$ cat src/hw/adiu_regs.vh
`ifndef ADIU_REGS_VH
`define ADIU_REGS_VH
// ----------------------------------------
// Register addresses (5-bit register space)
// ----------------------------------------
`define ADIU_ADDR_MASK 5'h04
`define ADIU_ADDR_FLAGS 5'h05
`define ADIU_RESET_VAL 8'h00
// ----------------------------------------
// Bit positions, shared by flags and mask
// ----------------------------------------
`define ADIU_BIT_HALL 6
`define ADIU_BIT_BUS 5
`define ADIU_BIT_TEMP 4
`define ADIU_BIT_UV 3
`define ADIU_BIT_OV 2
`define ADIU_BIT_OC 1
// Implemented bits 6..1, bits 7 and 0 read zero
`define ADIU_IMPL_BITS 8'h7E
`endif

$ cat src/hw/adiu_interrupt_unit.v
// Notes on behaviour
// - All interrupt enables cleared by reset
// - Undervoltage sets flag, interrupt if enabled
// - Undervoltage switches off all high-side drives
// - Overvoltage sets flag, switches off high sides
// - STOP mode blocks voltage and temperature detection
// - Overtemperature sets flag, interrupt if enabled
// - Bus falling edge sets flag, wakes STOP
// - RUN: enabled Hall input change sets flag
// - STOP: Hall flag needs cyclic check, wakes
// - Any overcurrent source sets overcurrent flag
// - Overcurrent flag cleared via system status
// - Hall and bus flags clear on one
// - Condition flags ignore clear while condition persists
// - Four wake events wake controller and regulator
// - Flag register bits 6..1, others zero
// - Mask register bits 6..1, others zero
// - Open-drain interrupt output toward controller
`include "adiu_regs.vh"
`default_nettype none
module adiu_interrupt_unit #(
  parameter HALL_INPUTS = 3
) (
  // Clock and reset
  input wire ref_clk,
  input wire rst,
  // Register access from the serial port decoder
  input wire [4:0] regAddr,
  input wire regWrite,
  input wire [7:0] regWdata,
  output reg [7:0] regRdata,
  // Overcurrent clear strobe from the system status register
  input wire overcurrentClear,
  // Operating mode and watchdog status
  input wire stopMode,
  input wire watchdogCyclicCheck,
  input wire watchdogWake,
  input wire lowSupplyReset,
  // Analog detectors (asynchronous)
  input wire undervoltageDet,
  input wire overvoltageDet,
  input wire overtempDet,
  input wire busLine,
  input wire [HALL_INPUTS-1:0] hallIn,
  input wire [HALL_INPUTS-1:0] hallEnable,
  input wire bridgeOvercurrent,
  input wire highSideOvercurrent,
  input wire sensorSupplyOvercurrent,
  // Outputs
  output reg highSideOff,
  output reg wakeController,
  output reg wakeRegulator,
  output reg irqOut,
  output reg irqOe
);
  // ----------------------------------------
  // Input synchronisation
  // ----------------------------------------
  // Slot of each input in the synchroniser vector
  localparam SI_OC = 0;
  localparam SI_BUS = 1;
  localparam SI_TEMP = 2;
  localparam SI_OV = 3;
  localparam SI_UV = 4;
  localparam SI_LSR = 5;
  localparam SI_WDW = 6;
  localparam SI_CC = 7;
  localparam SI_STOP = 8;
  localparam SI_HALL = 9;
  localparam SW = SI_HALL + HALL_INPUTS;
  wire [SW-1:0] syncIn;
  wire uvS;
  wire ovS;
  wire otS;
  wire busS;
  wire ocS;
  wire lsrS;
  wire wdwS;
  wire stopS;
  wire ccS;
  wire [HALL_INPUTS-1:0] hallS;

  // Bus line travels inverted: a cleared synchroniser then reads as an idle
  // high line, so leaving reset cannot look like a falling edge
  adiu_sync #(.WIDTH(SW)) inSync (
    .ref_clk(ref_clk),
    .rst(rst),
    .asyncIn({hallIn, stopMode, watchdogCyclicCheck, watchdogWake, lowSupplyReset,
      undervoltageDet, overvoltageDet, overtempDet, ~busLine,
      bridgeOvercurrent | highSideOvercurrent | sensorSupplyOvercurrent}),
    .syncOut(syncIn)
  );

  assign ocS = syncIn[SI_OC];
  // Bus level turned back to its true sense
  assign busS = !syncIn[SI_BUS];
  assign otS = syncIn[SI_TEMP];
  assign ovS = syncIn[SI_OV];
  assign uvS = syncIn[SI_UV];
  assign lsrS = syncIn[SI_LSR];
  assign wdwS = syncIn[SI_WDW];
  assign ccS = syncIn[SI_CC];
  assign stopS = syncIn[SI_STOP];
  assign hallS = syncIn[SW-1:SI_HALL];

  // ----------------------------------------
  // Registers and history
  // ----------------------------------------
  reg [7:0] mask_reg;
  reg [7:0] mask_next;
  reg [7:0] flags_reg;
  reg [7:0] flags_next;
  reg busPrev_reg;
  reg [HALL_INPUTS-1:0] hallPrev_reg;
  reg [7:0] setVec;
  reg [7:0] clrVec;
  wire wrMask;
  wire wrFlags;
  wire uvCond;
  wire ovCond;
  wire otCond;
  wire busEdge;
  wire hallRun;
  wire hallStop;
  wire anyIrq;
  wire wakeEvent;

  // Mask one bit position of a byte
  function [7:0] bitOf;
    input integer pos;
    begin
      bitOf = 8'h01 << pos;
    end
  endfunction

  // ----------------------------------------
  // Register write decode
  // ----------------------------------------
  assign wrMask = regWrite && (regAddr == `ADIU_ADDR_MASK);
  assign wrFlags = regWrite && (regAddr == `ADIU_ADDR_FLAGS);

  assign uvCond = uvS && !stopS;
  assign ovCond = ovS && !stopS;
  assign otCond = otS && !stopS;

  assign busEdge = busPrev_reg && !busS;

  assign hallRun = !stopS && (|((hallS ^ hallPrev_reg) & hallEnable));
  // Level test, since the cyclic check powers the sensors only briefly
  // Stop-mode Hall with cyclic check
  assign hallStop = stopS && ccS && (|(hallS & hallEnable));

  // ----------------------------------------
  // Flag set and clear terms
  // ----------------------------------------
  always @*
  begin
    setVec = 8'h00;
    clrVec = 8'h00;
    if (uvCond)
      setVec = setVec | bitOf(`ADIU_BIT_UV);
    if (ovCond)
      setVec = setVec | bitOf(`ADIU_BIT_OV);
    if (otCond)
      setVec = setVec | bitOf(`ADIU_BIT_TEMP);
    if (busEdge)
      setVec = setVec | bitOf(`ADIU_BIT_BUS);
    if (hallRun || hallStop)
      setVec = setVec | bitOf(`ADIU_BIT_HALL);
    if (ocS)
      setVec = setVec | bitOf(`ADIU_BIT_OC);
    if (wrFlags)
      clrVec = regWdata & (bitOf(`ADIU_BIT_HALL) | bitOf(`ADIU_BIT_BUS) |
        bitOf(`ADIU_BIT_TEMP) | bitOf(`ADIU_BIT_UV) | bitOf(`ADIU_BIT_OV));
    // Overcurrent cleared from status side only
    if (overcurrentClear)
      clrVec = clrVec | bitOf(`ADIU_BIT_OC);
  end

  // Set wins over clear; a live condition keeps its flag set
  always @*
  begin
    flags_next = ((flags_reg & ~clrVec) | setVec) & `ADIU_IMPL_BITS;
  end

  always @*
  begin
    mask_next = mask_reg;
    if (wrMask)
      mask_next = regWdata & `ADIU_IMPL_BITS;
  end

  // ----------------------------------------
  // Interrupt and wake decisions
  // ----------------------------------------
  // From next values, so the line moves in the same cycle as the flag
  assign anyIrq = |(flags_next & mask_next);
  // Watchdog and low-supply wakes have no mask bit of their own
  // Unmasked wake events
  assign wakeEvent = (busEdge && mask_reg[`ADIU_BIT_BUS]) ||
    (hallStop && mask_reg[`ADIU_BIT_HALL]) || wdwS || lsrS;

  // ----------------------------------------
  // Register file
  // ----------------------------------------
  // Enables and flags cleared
  always @(posedge ref_clk)
  begin
    if (rst)
    begin
      mask_reg <= `ADIU_RESET_VAL;
      flags_reg <= `ADIU_RESET_VAL;
    end
    else
    begin
      mask_reg <= mask_next;
      flags_reg <= flags_next;
    end
  end

  // ----------------------------------------
  // Input history for edge detection
  // ----------------------------------------
  // History starts at the idle levels the synchroniser shows after reset
  always @(posedge ref_clk)
  begin
    if (rst)
    begin
      busPrev_reg <= 1'b1;
      hallPrev_reg <= {HALL_INPUTS{1'b0}};
    end
    else
    begin
      busPrev_reg <= busS;
      hallPrev_reg <= hallS;
    end
  end

  // ----------------------------------------
  // Register read-back
  // ----------------------------------------
  // Read mux, unused bits zero
  // Shows state before a same-cycle write, as the serial frame expects
  always @(posedge ref_clk)
  begin
    if (rst)
      regRdata <= `ADIU_RESET_VAL;
    else
    begin
      case (regAddr)
        `ADIU_ADDR_MASK: regRdata <= mask_reg;
        `ADIU_ADDR_FLAGS: regRdata <= flags_reg;
        default: regRdata <= `ADIU_RESET_VAL;
      endcase
    end
  end

  // ----------------------------------------
  // Power stage and wake outputs
  // ----------------------------------------
  always @(posedge ref_clk)
  begin
    if (rst)
    begin
      highSideOff <= 1'b0;
      wakeController <= 1'b0;
      wakeRegulator <= 1'b0;
    end
    else
    begin
      // High sides off during supply fault
      highSideOff <= uvCond || ovCond;
      // Wake both controller and regulator, only in STOP
      wakeController <= stopS && wakeEvent;
      wakeRegulator <= stopS && wakeEvent;
    end
  end

  // ----------------------------------------
  // Interrupt line
  // ----------------------------------------
  always @(posedge ref_clk)
  begin
    if (rst)
    begin
      irqOut <= 1'b0;
      irqOe <= 1'b0;
    end
    else
    begin
      irqOut <= 1'b0;
      irqOe <= anyIrq;
    end
  end
endmodule
`default_nettype wire

$ cat src/hw/adiu_sync.v
`default_nettype none
// ----------------------------------------
// Two-stage synchroniser, vector wide
// ----------------------------------------
module adiu_sync #(
  parameter WIDTH = 8
) (
  // Clock and reset
  input wire ref_clk,
  input wire rst,
  // Data
  input wire [WIDTH-1:0] asyncIn,
  output wire [WIDTH-1:0] syncOut
);
  reg [WIDTH-1:0] stage1_reg;
  reg [WIDTH-1:0] stage2_reg;

  // First stage is read by the second stage only
  always @(posedge ref_clk)
  begin
    if (rst)
    begin
      stage1_reg <= {WIDTH{1'b0}};
      stage2_reg <= {WIDTH{1'b0}};
    end
    else
    begin
      stage1_reg <= asyncIn;
      stage2_reg <= stage1_reg;
    end
  end

  assign syncOut = stage2_reg;
endmodule
`default_nettype wire

$ cat config.mk
export PLATFORM = sky130hd
export DESIGN_NAME = adiu_interrupt_unit
export DESIGN_NICKNAME = d
export VERILOG_FILES = /design/src/hw/adiu_interrupt_unit.v /design/src/hw/adiu_sync.v
export VERILOG_INCLUDE_DIRS = /design/src /design/src/hw
export SDC_FILE = /design/constraint.sdc
export NUM_CORES = 1
export LEC_CHECK = 0
export ABC_AREA = 0
export BUFFER_PORTS_ARGS = -buffer_cell sky130_fd_sc_hd__clkbuf_2
export CAP_MARGIN = 10
export CORE_MARGIN = 3
export CORE_UTILIZATION = 50
export DETAILED_ROUTE_END_ITERATION = 16
export GPL_TIMING_DRIVEN = 0
export PLACE_DENSITY = 0.77
export SYNTH_ARGS = -nofsm -noshare
export SYNTH_HDL_FRONTEND = slang
export SYNTH_SLANG_ARGS = --single-unit
$ cat constraint.sdc
create_clock -name ref_clk -period 2.3 [get_ports ref_clk]
set_input_delay 0.69 -clock ref_clk [delete_from_list [all_inputs] [get_ports ref_clk]]
set_output_delay 0.69 -clock ref_clk [all_outputs]
set_load 0.05 [all_outputs]
After elaboration in Yosys (flattened, before gate mapping)

Cells that the tools add are included.

Equality and inequality tests: 2
Mux-type cells: 10
Bitwise gates (word level): 10
Reductions and logical operators: 22

Operators by type and width:

| operator           | number |
|---|---|
| $pmux 8 s2         | 1 |
| $mux 7             | 2 |
| $logic_and 1x1->1  | 12 |
| $eq 5x3->1 const B | 2 |
| $and 7x8->8        | 1 |
| $mux 8             | 1 |
| $reduce_or 8->1    | 1 |
| $and 7x7->7        | 1 |
| $not 7->7          | 1 |
| $or 7x7->7         | 1 |
| $and 3x3->3        | 2 |
| $mux 6             | 1 |
| $reduce_or 3->1    | 2 |
| $logic_or 1x1->1   | 5 |
| $mux 5             | 1 |
| $mux 2             | 2 |
| $mux 4             | 1 |
| $mux 3             | 1 |
| $xor 3x3->3        | 1 |
| $logic_not 1->1    | 2 |
| $or 1x1->1         | 2 |
| $not 1->1          | 1 |

Register bits after elaboration: 53
Input port bits: 34
Logic and storage cells: 54

Depth between registers and ports, before layout

Gate-level depths: netlist (run 1).

Depth in word-level cells: 11
Depth in mapped cells: 6
Gate-level depth less buffers: 5

Modules after synthesis

From an unflattened synthesis (run 1), not the netlist that was laid out.

Cell total of the unflattened synthesis: 163
Area, all modules: 1788.0 µm²

By module, submodules not included:

| module              | instances | cells each | area each (µm²) |
|---|---|---|---|
| adiu_interrupt_unit | 1         | 113        | 1094.8 |
| adiu_sync           | 1         | 50         | 693.2 |

Worst setup path after synthesis (run 1)

No wires, ideal clock.

Kind: input port to flip-flop
Start point: input port regAddr[4]
End point: register irqOe
Library setup time: 0.137 ns
Arrival: 1.939 ns
Required time: 2.163 ns
Slack: 0.223 ns
Stages: 5
Path buffers: 0
Path through: nor4b_4 nand3b_4 mux2_4 a222oi_1 a41oi_1

Word-level cells in the longest chain between the ends: 8

Ends and longest elaborated chain:

| item                 | RTL line                  | source |
|---|---|---|
| start, declared      | adiu_interrupt_unit.v:28  | `input wire [4:0] regAddr,` |
| $eq 5x3->1           | n/a                       |  |
| $logic_and 1x1->1    | adiu_interrupt_unit.v:140 | `` assign wrFlags = regWrite && (regAddr == `ADIU_ADDR_FLAGS); `` |
| $mux 7               | adiu_interrupt_unit.v:172 | `if (wrFlags)` |
| $not 7->7            | adiu_interrupt_unit.v:183 | `` flags_next = ((flags_reg & ~clrVec) \| setVec) & `ADIU_IMPL_BITS; `` |
| $and 7x7->7          | adiu_interrupt_unit.v:183 |  |
| $or 7x7->7           | adiu_interrupt_unit.v:183 |  |
| $and 7x8->8 *        | adiu_interrupt_unit.v:197 | `assign anyIrq = \|(flags_next & mask_next);` |
| $reduce_or 8->1 *    | adiu_interrupt_unit.v:197 |  |
| end signal, assigned | adiu_interrupt_unit.v:292 | `irqOe <= anyIrq;` |
| end, declared        | adiu_interrupt_unit.v:54  | `output reg irqOe` |

Mark *: on every way between the ends. The rest lies on a longest branch, timed or not.
A chain may end at the register's enable or synchronous reset.

Final worst setup path (run 1)

Start point: input port regAddr[0]
End point: register irqOe

Same word-level chain as after synthesis.

==> key figures, run 1 <==
Outcome
  • Outcome: completed

STA
  • Ratio of final minimum period to clock period: 0.882
  • Setup repair after global routing missed its margin: no
  • Number of pins with negative max-slew slack in the final report: 0
  • Final-report hold violation count: 0
  • Timing-limited maximum frequency: 493 MHz
  • Relative slew slack: 0.606
  • Total negative slack for setup checks: 0 ns
  • Number of endpoints failing setup at the final stage: 0
  • Final worst clock skew: between 0.009 and 0.01 ns
  • Worst path setup slack after routing: 0.272 ns
  • Transition at the pin with the smallest max-transition slack: 0.591 ns
  • Final Critical Period: 2.03 ns
  • WHS: 0.444 ns

Drt
  • Routed length on met2: 1460 um
  • Detailed-route wire length per cell: approximately 12 um
  • Met3 wire length: 254 um
  • Via-to-Cell Ratio: approximately 4.8
  • Total number of vias: 1221
  • Count of nets left with antenna violations after detail routing: 0
  • Highest signal layer in the routed design: met4
  • Detailed-router iteration count before antenna repair: 4
  • Final wirelength: 3100 um
  • DR iter-0 viols: 53
  • DRC violation count after routing: 0
  • Wire length on met1: roughly 1300 um

Worst setup path
  • Critical-path cell list: clkbuf_2, clkbuf_1, nand3_1, o21ai_0, o21ai_0, a222oi_1, a41oi_1
  • Cell with the largest stage delay on the worst path: sky130_fd_sc_hd__clkbuf_1
  • Most common cell type on the critical path: sky130_fd_sc_hd__o21ai_0
  • Max stage delay on crit path: approximately 0.47 ns
  • Crit path max fanout: 10
  • Required time of the critical path: 2.53 ns
  • Arrival time at the worst endpoint: 2.26 ns
  • Crit. End Element: flop
  • Crit path launch type: input pin
  • Critical setup path kind: in -> reg

Final layout
  • Number of fillers in the final layout: 291
  • Non-filler instance count after layout: between 200 and 300
  • Utilization after layout: 0.644
  • Antenna cell count: 0
  • Cell area after layout: 0.00205 sq mm
  • Final #Nets: about 240
  • Area grow syn2layout: 18.3%
  • Fraction of layout instances using a drive strength above 1: 0.275

Placement
  • Worst Setup Slack post-DPL: -0.132 ns
  • Placement-stage cell area: about 0.0020 sq mm
  • Placed cell count: around 250
  • Global placer's final weighted congestion: 0.722
  • Number of port buffers: 41
  • Post-DP HPWL: 2390 um

Global routing
  • Global-route wire length before repair: 5000 um
  • Number of global-route vias before repair: 1181
  • Global-route congestion overflow total: 0
  • Pin count of the biggest net entering global routing: 14
  • Number of antenna violations at the first check in global routing: 0
  • GR Util All Layers: 0.159

CTS
  • Quantity of hold-fixing buffers added after cts: 0
  • TritonCTS clock tree: built
  • Number of H-tree levels: 2
  • Number of sinks handled by clock tree synthesis: 49
  • Root buf cell: sky130_fd_sc_hd__clkbuf_4
  • TritonCTS Buffers: 5
  • Latest clock arrival within the worst-skew pair: 0.35 ns
  • Number of instances resized during post-cts repair: 0
  • CTS clock-pin slew for the worst setup and hold paths: 0.12 ns
  • Post-CTS Repair Setup Buffers: 0
  • Clk buf depth: 2

Yosys
  • Synth top area share: 0.567
  • Cell variety after synth: 28
  • Biggest area contributors in the synthesized netlist: sky130_fd_sc_hd__dfxtp_1 (57%), sky130_fd_sc_hd__nor2b_1 (12%), sky130_fd_sc_hd__mux2i_1 (5.2%), sky130_fd_sc_hd__nor2_1 (2.8%), sky130_fd_sc_hd__o21ai_0 (2.3%)
  • Register bit count reported by yosys: 49
  • Cell type contributing the most total cell area after synthesis: sky130_fd_sc_hd__dfxtp_1
  • Post-Syn Instances: 160
  • Register area share after synthesis: 0.567
  • Netlist area before placement: 0.00173 sq mm
  • Ys Warns: 0
  • Avg Inst Size Synth: 10.8 sq um

Power and ir drop
  • Net switching power: 0.322 mW
  • Worst vdd ir: around 520 uV
  • Share of total power in the clock network: 0.263
  • Leak Pwr: around 0.94 nW
  • Total Power: around 1.4 mW
  • Comb power frac: 0.092
  • Sequential power share: 0.645
  • Total internal power: 1.06 mW
  • Power per cell area: 676 mW/mm^2
  • Sw frac: 0.233

Floorplanning
  • Die width: ~65 um
  • Core box area: 0.00318 sq mm
  • Starting density of the core: 0.544
  • Top-level I/O count: 47
  • Die Span Y: about 65 um
  • Area enclosed by the die boundary: 0.00420 sq mm
  • Number of placement rows: 20

Flow run
  • # Max-Cap Violations: 0

Worst hold path
  • Hold WC Path Type: reg -> reg
## path summary, 6_finish.rpt
check / startpoint / end / slack (ns) / cells past startpoint
worst max-delay path: regAddr[0] / irqOe$_SDFF_PP0_ / 0.27 / 7
worst min-delay path: inSync.syncOut[1]$_SDFF_PP0_ / busPrev_reg$_SDFF_PP1_ / 0.44 / 1
worst max register to register: inSync.syncOut[10]$_SDFF_PP0_ / irqOe$_SDFF_PP0_ / 0.95 / 5
worst min register to register: inSync.syncOut[1]$_SDFF_PP0_ / busPrev_reg$_SDFF_PP1_ / 0.44 / 1
## layout make-up
cell class                 instances  area (sq um)  share of cell area
buffer                             9          48.8              0.0239
clock buffer                       8          48.8              0.0239
inverter                           6          22.5              0.0110
multi-input combinational         98           684               0.335
sequential                        49           981               0.480
tap                               44          55.1              0.0269
timing repair buffer              41           205               0.100
## power by group through the flow
stage	logic, mW	registers [mW]	clock network, mW
2_1_floorplan	0.0755	0.912	0
3_3_place_gp	0.124	0.909	0
3_5_place_dp	0.128	0.910	0
4_1_cts	0.129	0.891	0.371
5_1_grt	0.141	0.895	0.412
6_report	0.128	0.891	0.363
## kinds of logic after synthesis
group / synth area share
multiplexers: 0.0803
flip-flops: 0.567
AO/OA/AOI/OAI: 0.0760
XOR/XNOR: 0.0152
buffers and inverters: 0.0412
AND/OR/NAND/NOR: 0.218
other: 0.00217
## critical path: cells and delay by family
| family | cells | cell delay [ns] |
|---|---|---|
| simple gates | 1 | 0.12 |
| compound gates | 4 | 0.87 |
| buf+inv | 2 | 0.58 |
## cell usage in the layout (no fill, tap or decap), drive strengths merged
cell type,n
clkbuf,54
a311o,1
mux2,4
a311oi,2
a211oi,1
nor2,13
a41oi,1
buf,4
nand2b,4
o21ai,8
and3,1
inv,6
dfxtp,49
a21oi,2
conb,3
nor2b,32
nor3,1
nor4b,1
and3b,1
nand3,4
a222oi,3
o21bai,1
xor2,3
nand2,1
or4b,1
mux2i,9
nand3b,1
## routing by layer
metal	track usage	vias up
met3	0.0572	5
met5	0	-
met4	0.0844	0
met2	0.264	48
met1	0.176	543
li1	-	625
## cell usage after synthesis
cell type / n
sky130_fd_sc_hd__mux2i_1: 9
sky130_fd_sc_hd__nor2b_1: 32
sky130_fd_sc_hd__mux2_2: 3
sky130_fd_sc_hd__a41oi_1: 1
sky130_fd_sc_hd__nand3b_4: 1
sky130_fd_sc_hd__inv_1: 6
sky130_fd_sc_hd__a311oi_1: 2
sky130_fd_sc_hd__and3b_1: 1
sky130_fd_sc_hd__conb_1: 1
sky130_fd_sc_hd__clkbuf_1: 5
sky130_fd_sc_hd__a211oi_1: 1
sky130_fd_sc_hd__nor2_1: 13
sky130_fd_sc_hd__a222oi_1: 3
sky130_fd_sc_hd__nand2b_1: 4
sky130_fd_sc_hd__a311o_1: 1
sky130_fd_sc_hd__mux2_4: 1
sky130_fd_sc_hd__a21oi_1: 2
sky130_fd_sc_hd__xor2_1: 3
sky130_fd_sc_hd__nand3_1: 4
sky130_fd_sc_hd__and3_2: 1
sky130_fd_sc_hd__nor3_1: 1
sky130_fd_sc_hd__nand2_1: 1
sky130_fd_sc_hd__buf_4: 4
sky130_fd_sc_hd__nor4b_4: 1
sky130_fd_sc_hd__o21ai_0: 8
sky130_fd_sc_hd__o21bai_1: 1
sky130_fd_sc_hd__or4b_4: 1
sky130_fd_sc_hd__dfxtp_1: 49
No activity file was read; power rests on OpenSTA's default activity.
==> inputs of run 2 (changes only) <==
--- a/config.mk
+++ b/config.mk
@@ -9,6 +9,7 @@
 export ABC_AREA = 0
 export BUFFER_PORTS_ARGS = -buffer_cell sky130_fd_sc_hd__clkbuf_2
 export CAP_MARGIN = 10
+export CORE_ASPECT_RATIO = 1.4
 export CORE_MARGIN = 3
 export CORE_UTILIZATION = 50
 export DETAILED_ROUTE_END_ITERATION = 16
==> run 2 against run 1 <==
  * Count of clock-buffer cells in the layout is 1 lower
  * Global-route usage rose by 0.81 points
  * Core utilization rose by 0.27 points
  * Critical path depth decreased by 1
  * Fmax is 5.8% lower
  * Largest power group unchanged
  * Clock skew fell by 0.0062 ns
==> key figures, run 2 (synthesis results as in run 1) <==
Outcome
  • Outcome: completed

Floorplanning
  • Core box area: 0.00321 sq mm (+1.1%)
  • Die width: 55.7 um (-14%)
  • Starting density of the core: 0.538 (-0.00593)
  • Die Span Y: 75.6 um (+17%)
  • Top-level I/O count: 47 (unchanged)
  • Area enclosed by the die boundary: 0.00421 sq mm (+0.24%)
  • Number of placement rows: 24 (+20%)

Worst setup path
  • Critical-path cell list: clkbuf_2, or4b_4, o21ai_0, o21ai_0, a222oi_1, a41oi_1
  • Cell with the largest stage delay on the worst path: sky130_fd_sc_hd__or4b_4
  • Crit path launch type: input pin
  • Required time of the critical path: 2.46 ns (-0.07 ns)
  • Number of buffers and inverters on the critical path: 1 (-1)
  • Dominant delay contributor by cell family on the critical path: compound AO/OA/AOI/OAI gates
  • Crit path max fanout: 4 (-6)
  • Crit. End Element: flop
  • Arrival time at the worst endpoint: 2.31 ns (+0.05 ns)
  • Max stage delay on crit path: 0.57 ns (+0.10 ns)
  • Critical setup path kind: in -> reg
  • Most common cell type on the critical path: sky130_fd_sc_hd__o21ai_0

Final layout
  • Antenna cell count: 0 (unchanged)
  • Fraction of layout instances using a drive strength above 1: 0.281 (+0.00607)
  • Number of fillers in the final layout: 258 (-11%)
  • Area grow syn2layout: 20.1%
  • Commonest cells after routing, fill and taps aside: sky130_fd_sc_hd__dfxtp_1 (49), sky130_fd_sc_hd__clkbuf_2 (41), sky130_fd_sc_hd__nor2b_1 (32), sky130_fd_sc_hd__nor2_1 (13), sky130_fd_sc_hd__mux2i_1 (9)
  • Non-filler instance count after layout: 249 (-2.4%)
  • Most common cell after layout, fill and taps aside: sky130_fd_sc_hd__dfxtp_1
  • Cell area after layout: 0.00208 sq mm (+1.5%)
  • Final #Nets: 244 (unchanged)

Power and ir drop
  • Leak Pwr: 0.953 nW (+1.9%)
  • Power per cell area: 724 mW/mm^2 (+7.1%)
  • Worst vdd ir: 547 uV (+6.0%)

Worst hold path
  • Hold WC Path Type: reg -> reg

Global routing
  • GR Util All Layers: 0.167 (+0.00813)
  • Number of global-route vias before repair: 1255 (+6.3%)
  • Global-route congestion overflow total: 0 (unchanged)
  • Number of antenna violations at the first check in global routing: 0 (unchanged)
  • Pin count of the biggest net entering global routing: 14 (unchanged)
  • Global-route wire length before repair: 5210 um (+4.1%)

CTS
  • Root buf cell: sky130_fd_sc_hd__clkbuf_8
  • TritonCTS Buffers: 5 (unchanged)
  • Clk buf depth: 2 (unchanged)
  • Post-CTS Repair Setup Buffers: 0 (unchanged)
  • Number of sinks handled by clock tree synthesis: 49 (unchanged)
  • Number of H-tree levels: 2 (unchanged)
  • TritonCTS clock tree: built
  • Latest clock arrival within the worst-skew pair: 0.30 ns (-0.05 ns)
  • Number of instances resized during post-cts repair: 0 (unchanged)
  • Quantity of hold-fixing buffers added after cts: 0 (unchanged)
  • CTS clock-pin slew for the worst setup and hold paths: 0.07 ns (-0.05 ns)

Drt
  • DR iter-0 viols: 25 (-53%)
  • DRC violation count after routing: 0 (unchanged)
  • Via-to-Cell Ratio: 4.96 (+3.5%)
  • Detailed-router iteration count before antenna repair: 5 (+1)
  • Final wirelength: 3150 um (+1.5%)
  • Total number of vias: 1234 (+1.1%)
  • Detailed-route wire length per cell: 12.6 um (+3.9%)
  • Count of nets left with antenna violations after detail routing: 0 (unchanged)

STA
  • Ratio of final minimum period to clock period: 0.937 (+0.0547)
  • Relative slew slack: 0.627 (+0.0210)
  • Number of pins with negative max-slew slack in the final report: 0 (unchanged)
  • Worst path setup slack after routing: 0.146 ns (-0.126 ns)
  • WHS: 0.436 ns (-0.00802 ns)
  • Transition at the pin with the smallest max-transition slack: 0.559 ns (-0.0315 ns)
  • Final-report hold violation count: 0 (unchanged)
  • Final worst clock skew: 0.00302 ns (-0.00617 ns)
  • Final Critical Period: 2.15 ns (+0.126 ns)
  • Timing-limited maximum frequency: 464 MHz (-5.8%)
  • Setup repair after global routing missed its margin: no
  • Number of endpoints failing setup at the final stage: 0 (unchanged)
  • Total negative slack for setup checks: 0 ns (unchanged)

Flow run
  • # Max-Cap Violations: 0 (unchanged)

Placement
  • Placed cell count: 242 (-2.0%)
  • Number of port buffers: 41 (unchanged)
  • Placement-stage cell area: 0.00199 sq mm (-0.31%)
  • Global placer's final weighted congestion: 0.797 (+10%)
  • Worst Setup Slack post-DPL: -0.155 ns (-0.0231 ns)
  • Post-DP HPWL: 2450 um (+2.7%)
run 2: cell types whose count changed in the layout (fill, tap and decap cells not counted):
cell / delta
sky130_fd_sc_hd__clkbuf_1: -2
sky130_fd_sc_hd__clkbuf_8: +6
sky130_fd_sc_hd__clkbuf_4: -5
run 2: routing by layer:
metal	share of wire	global-route usage	vias up
li1	-	-	625
met1	0.38	0.154	548
met2	0.52	0.303	49
met3	0.071	0.0610	12
met4	0.028	0.127	0
met5	0	0	-
run 2: final cells by class:
| cell class | instances | area (sq um) | share of cell area |
|---|---|---|---|
| clock buffers | 7 | 86.3 | 0.0416 |
| repair buffers | 41 | 205 | 0.0988 |
| flip-flops and latches | 49 | 981 | 0.472 |
| well taps | 39 | 48.8 | 0.0235 |
| multi-input cells | 98 | 684 | 0.330 |
| inverters | 6 | 22.5 | 0.0108 |
| plain buffers | 9 | 48.8 | 0.0235 |
run 2: worst paths after layout:
kind / end / cells past startpoint / slack [ns] / start
worst max register to register: irqOe$_SDFF_PP0_ / 5 / 0.87 / inSync.syncOut[10]$_SDFF_PP0_
worst min-delay path: busPrev_reg$_SDFF_PP1_ / 1 / 0.44 / inSync.syncOut[1]$_SDFF_PP0_
worst min register to register: busPrev_reg$_SDFF_PP1_ / 1 / 0.44 / inSync.syncOut[1]$_SDFF_PP0_
worst max-delay path: irqOe$_SDFF_PP0_ / 6 / 0.15 / regAddr[4]
run 2: stage by stage:
stage,utilization,power [mW]
after floorplan,-,0.987
after global placement,0.620,1.03
final,0.646,1.50
after global routing,0.646,1.57
after CTS,0.646,1.52
after detailed placement,0.620,1.04
run 2: worst register-to-register path: cells and delay by family, from the launching register on:
kind	cells	cell delay, ns
XOR/XNOR	1	0.14
flip-flops	1	0.33
multiplexers	1	0.16
AO/OA/AOI/OAI	3	0.66
run 2: where the power goes:
group	internal [mW]	switching (mW)	total [mW]
clock network	0.238	0.247	0.485
logic	0.0588	0.0693	0.128
registers	0.878	0.0119	0.890
total	1.18	0.328	1.50
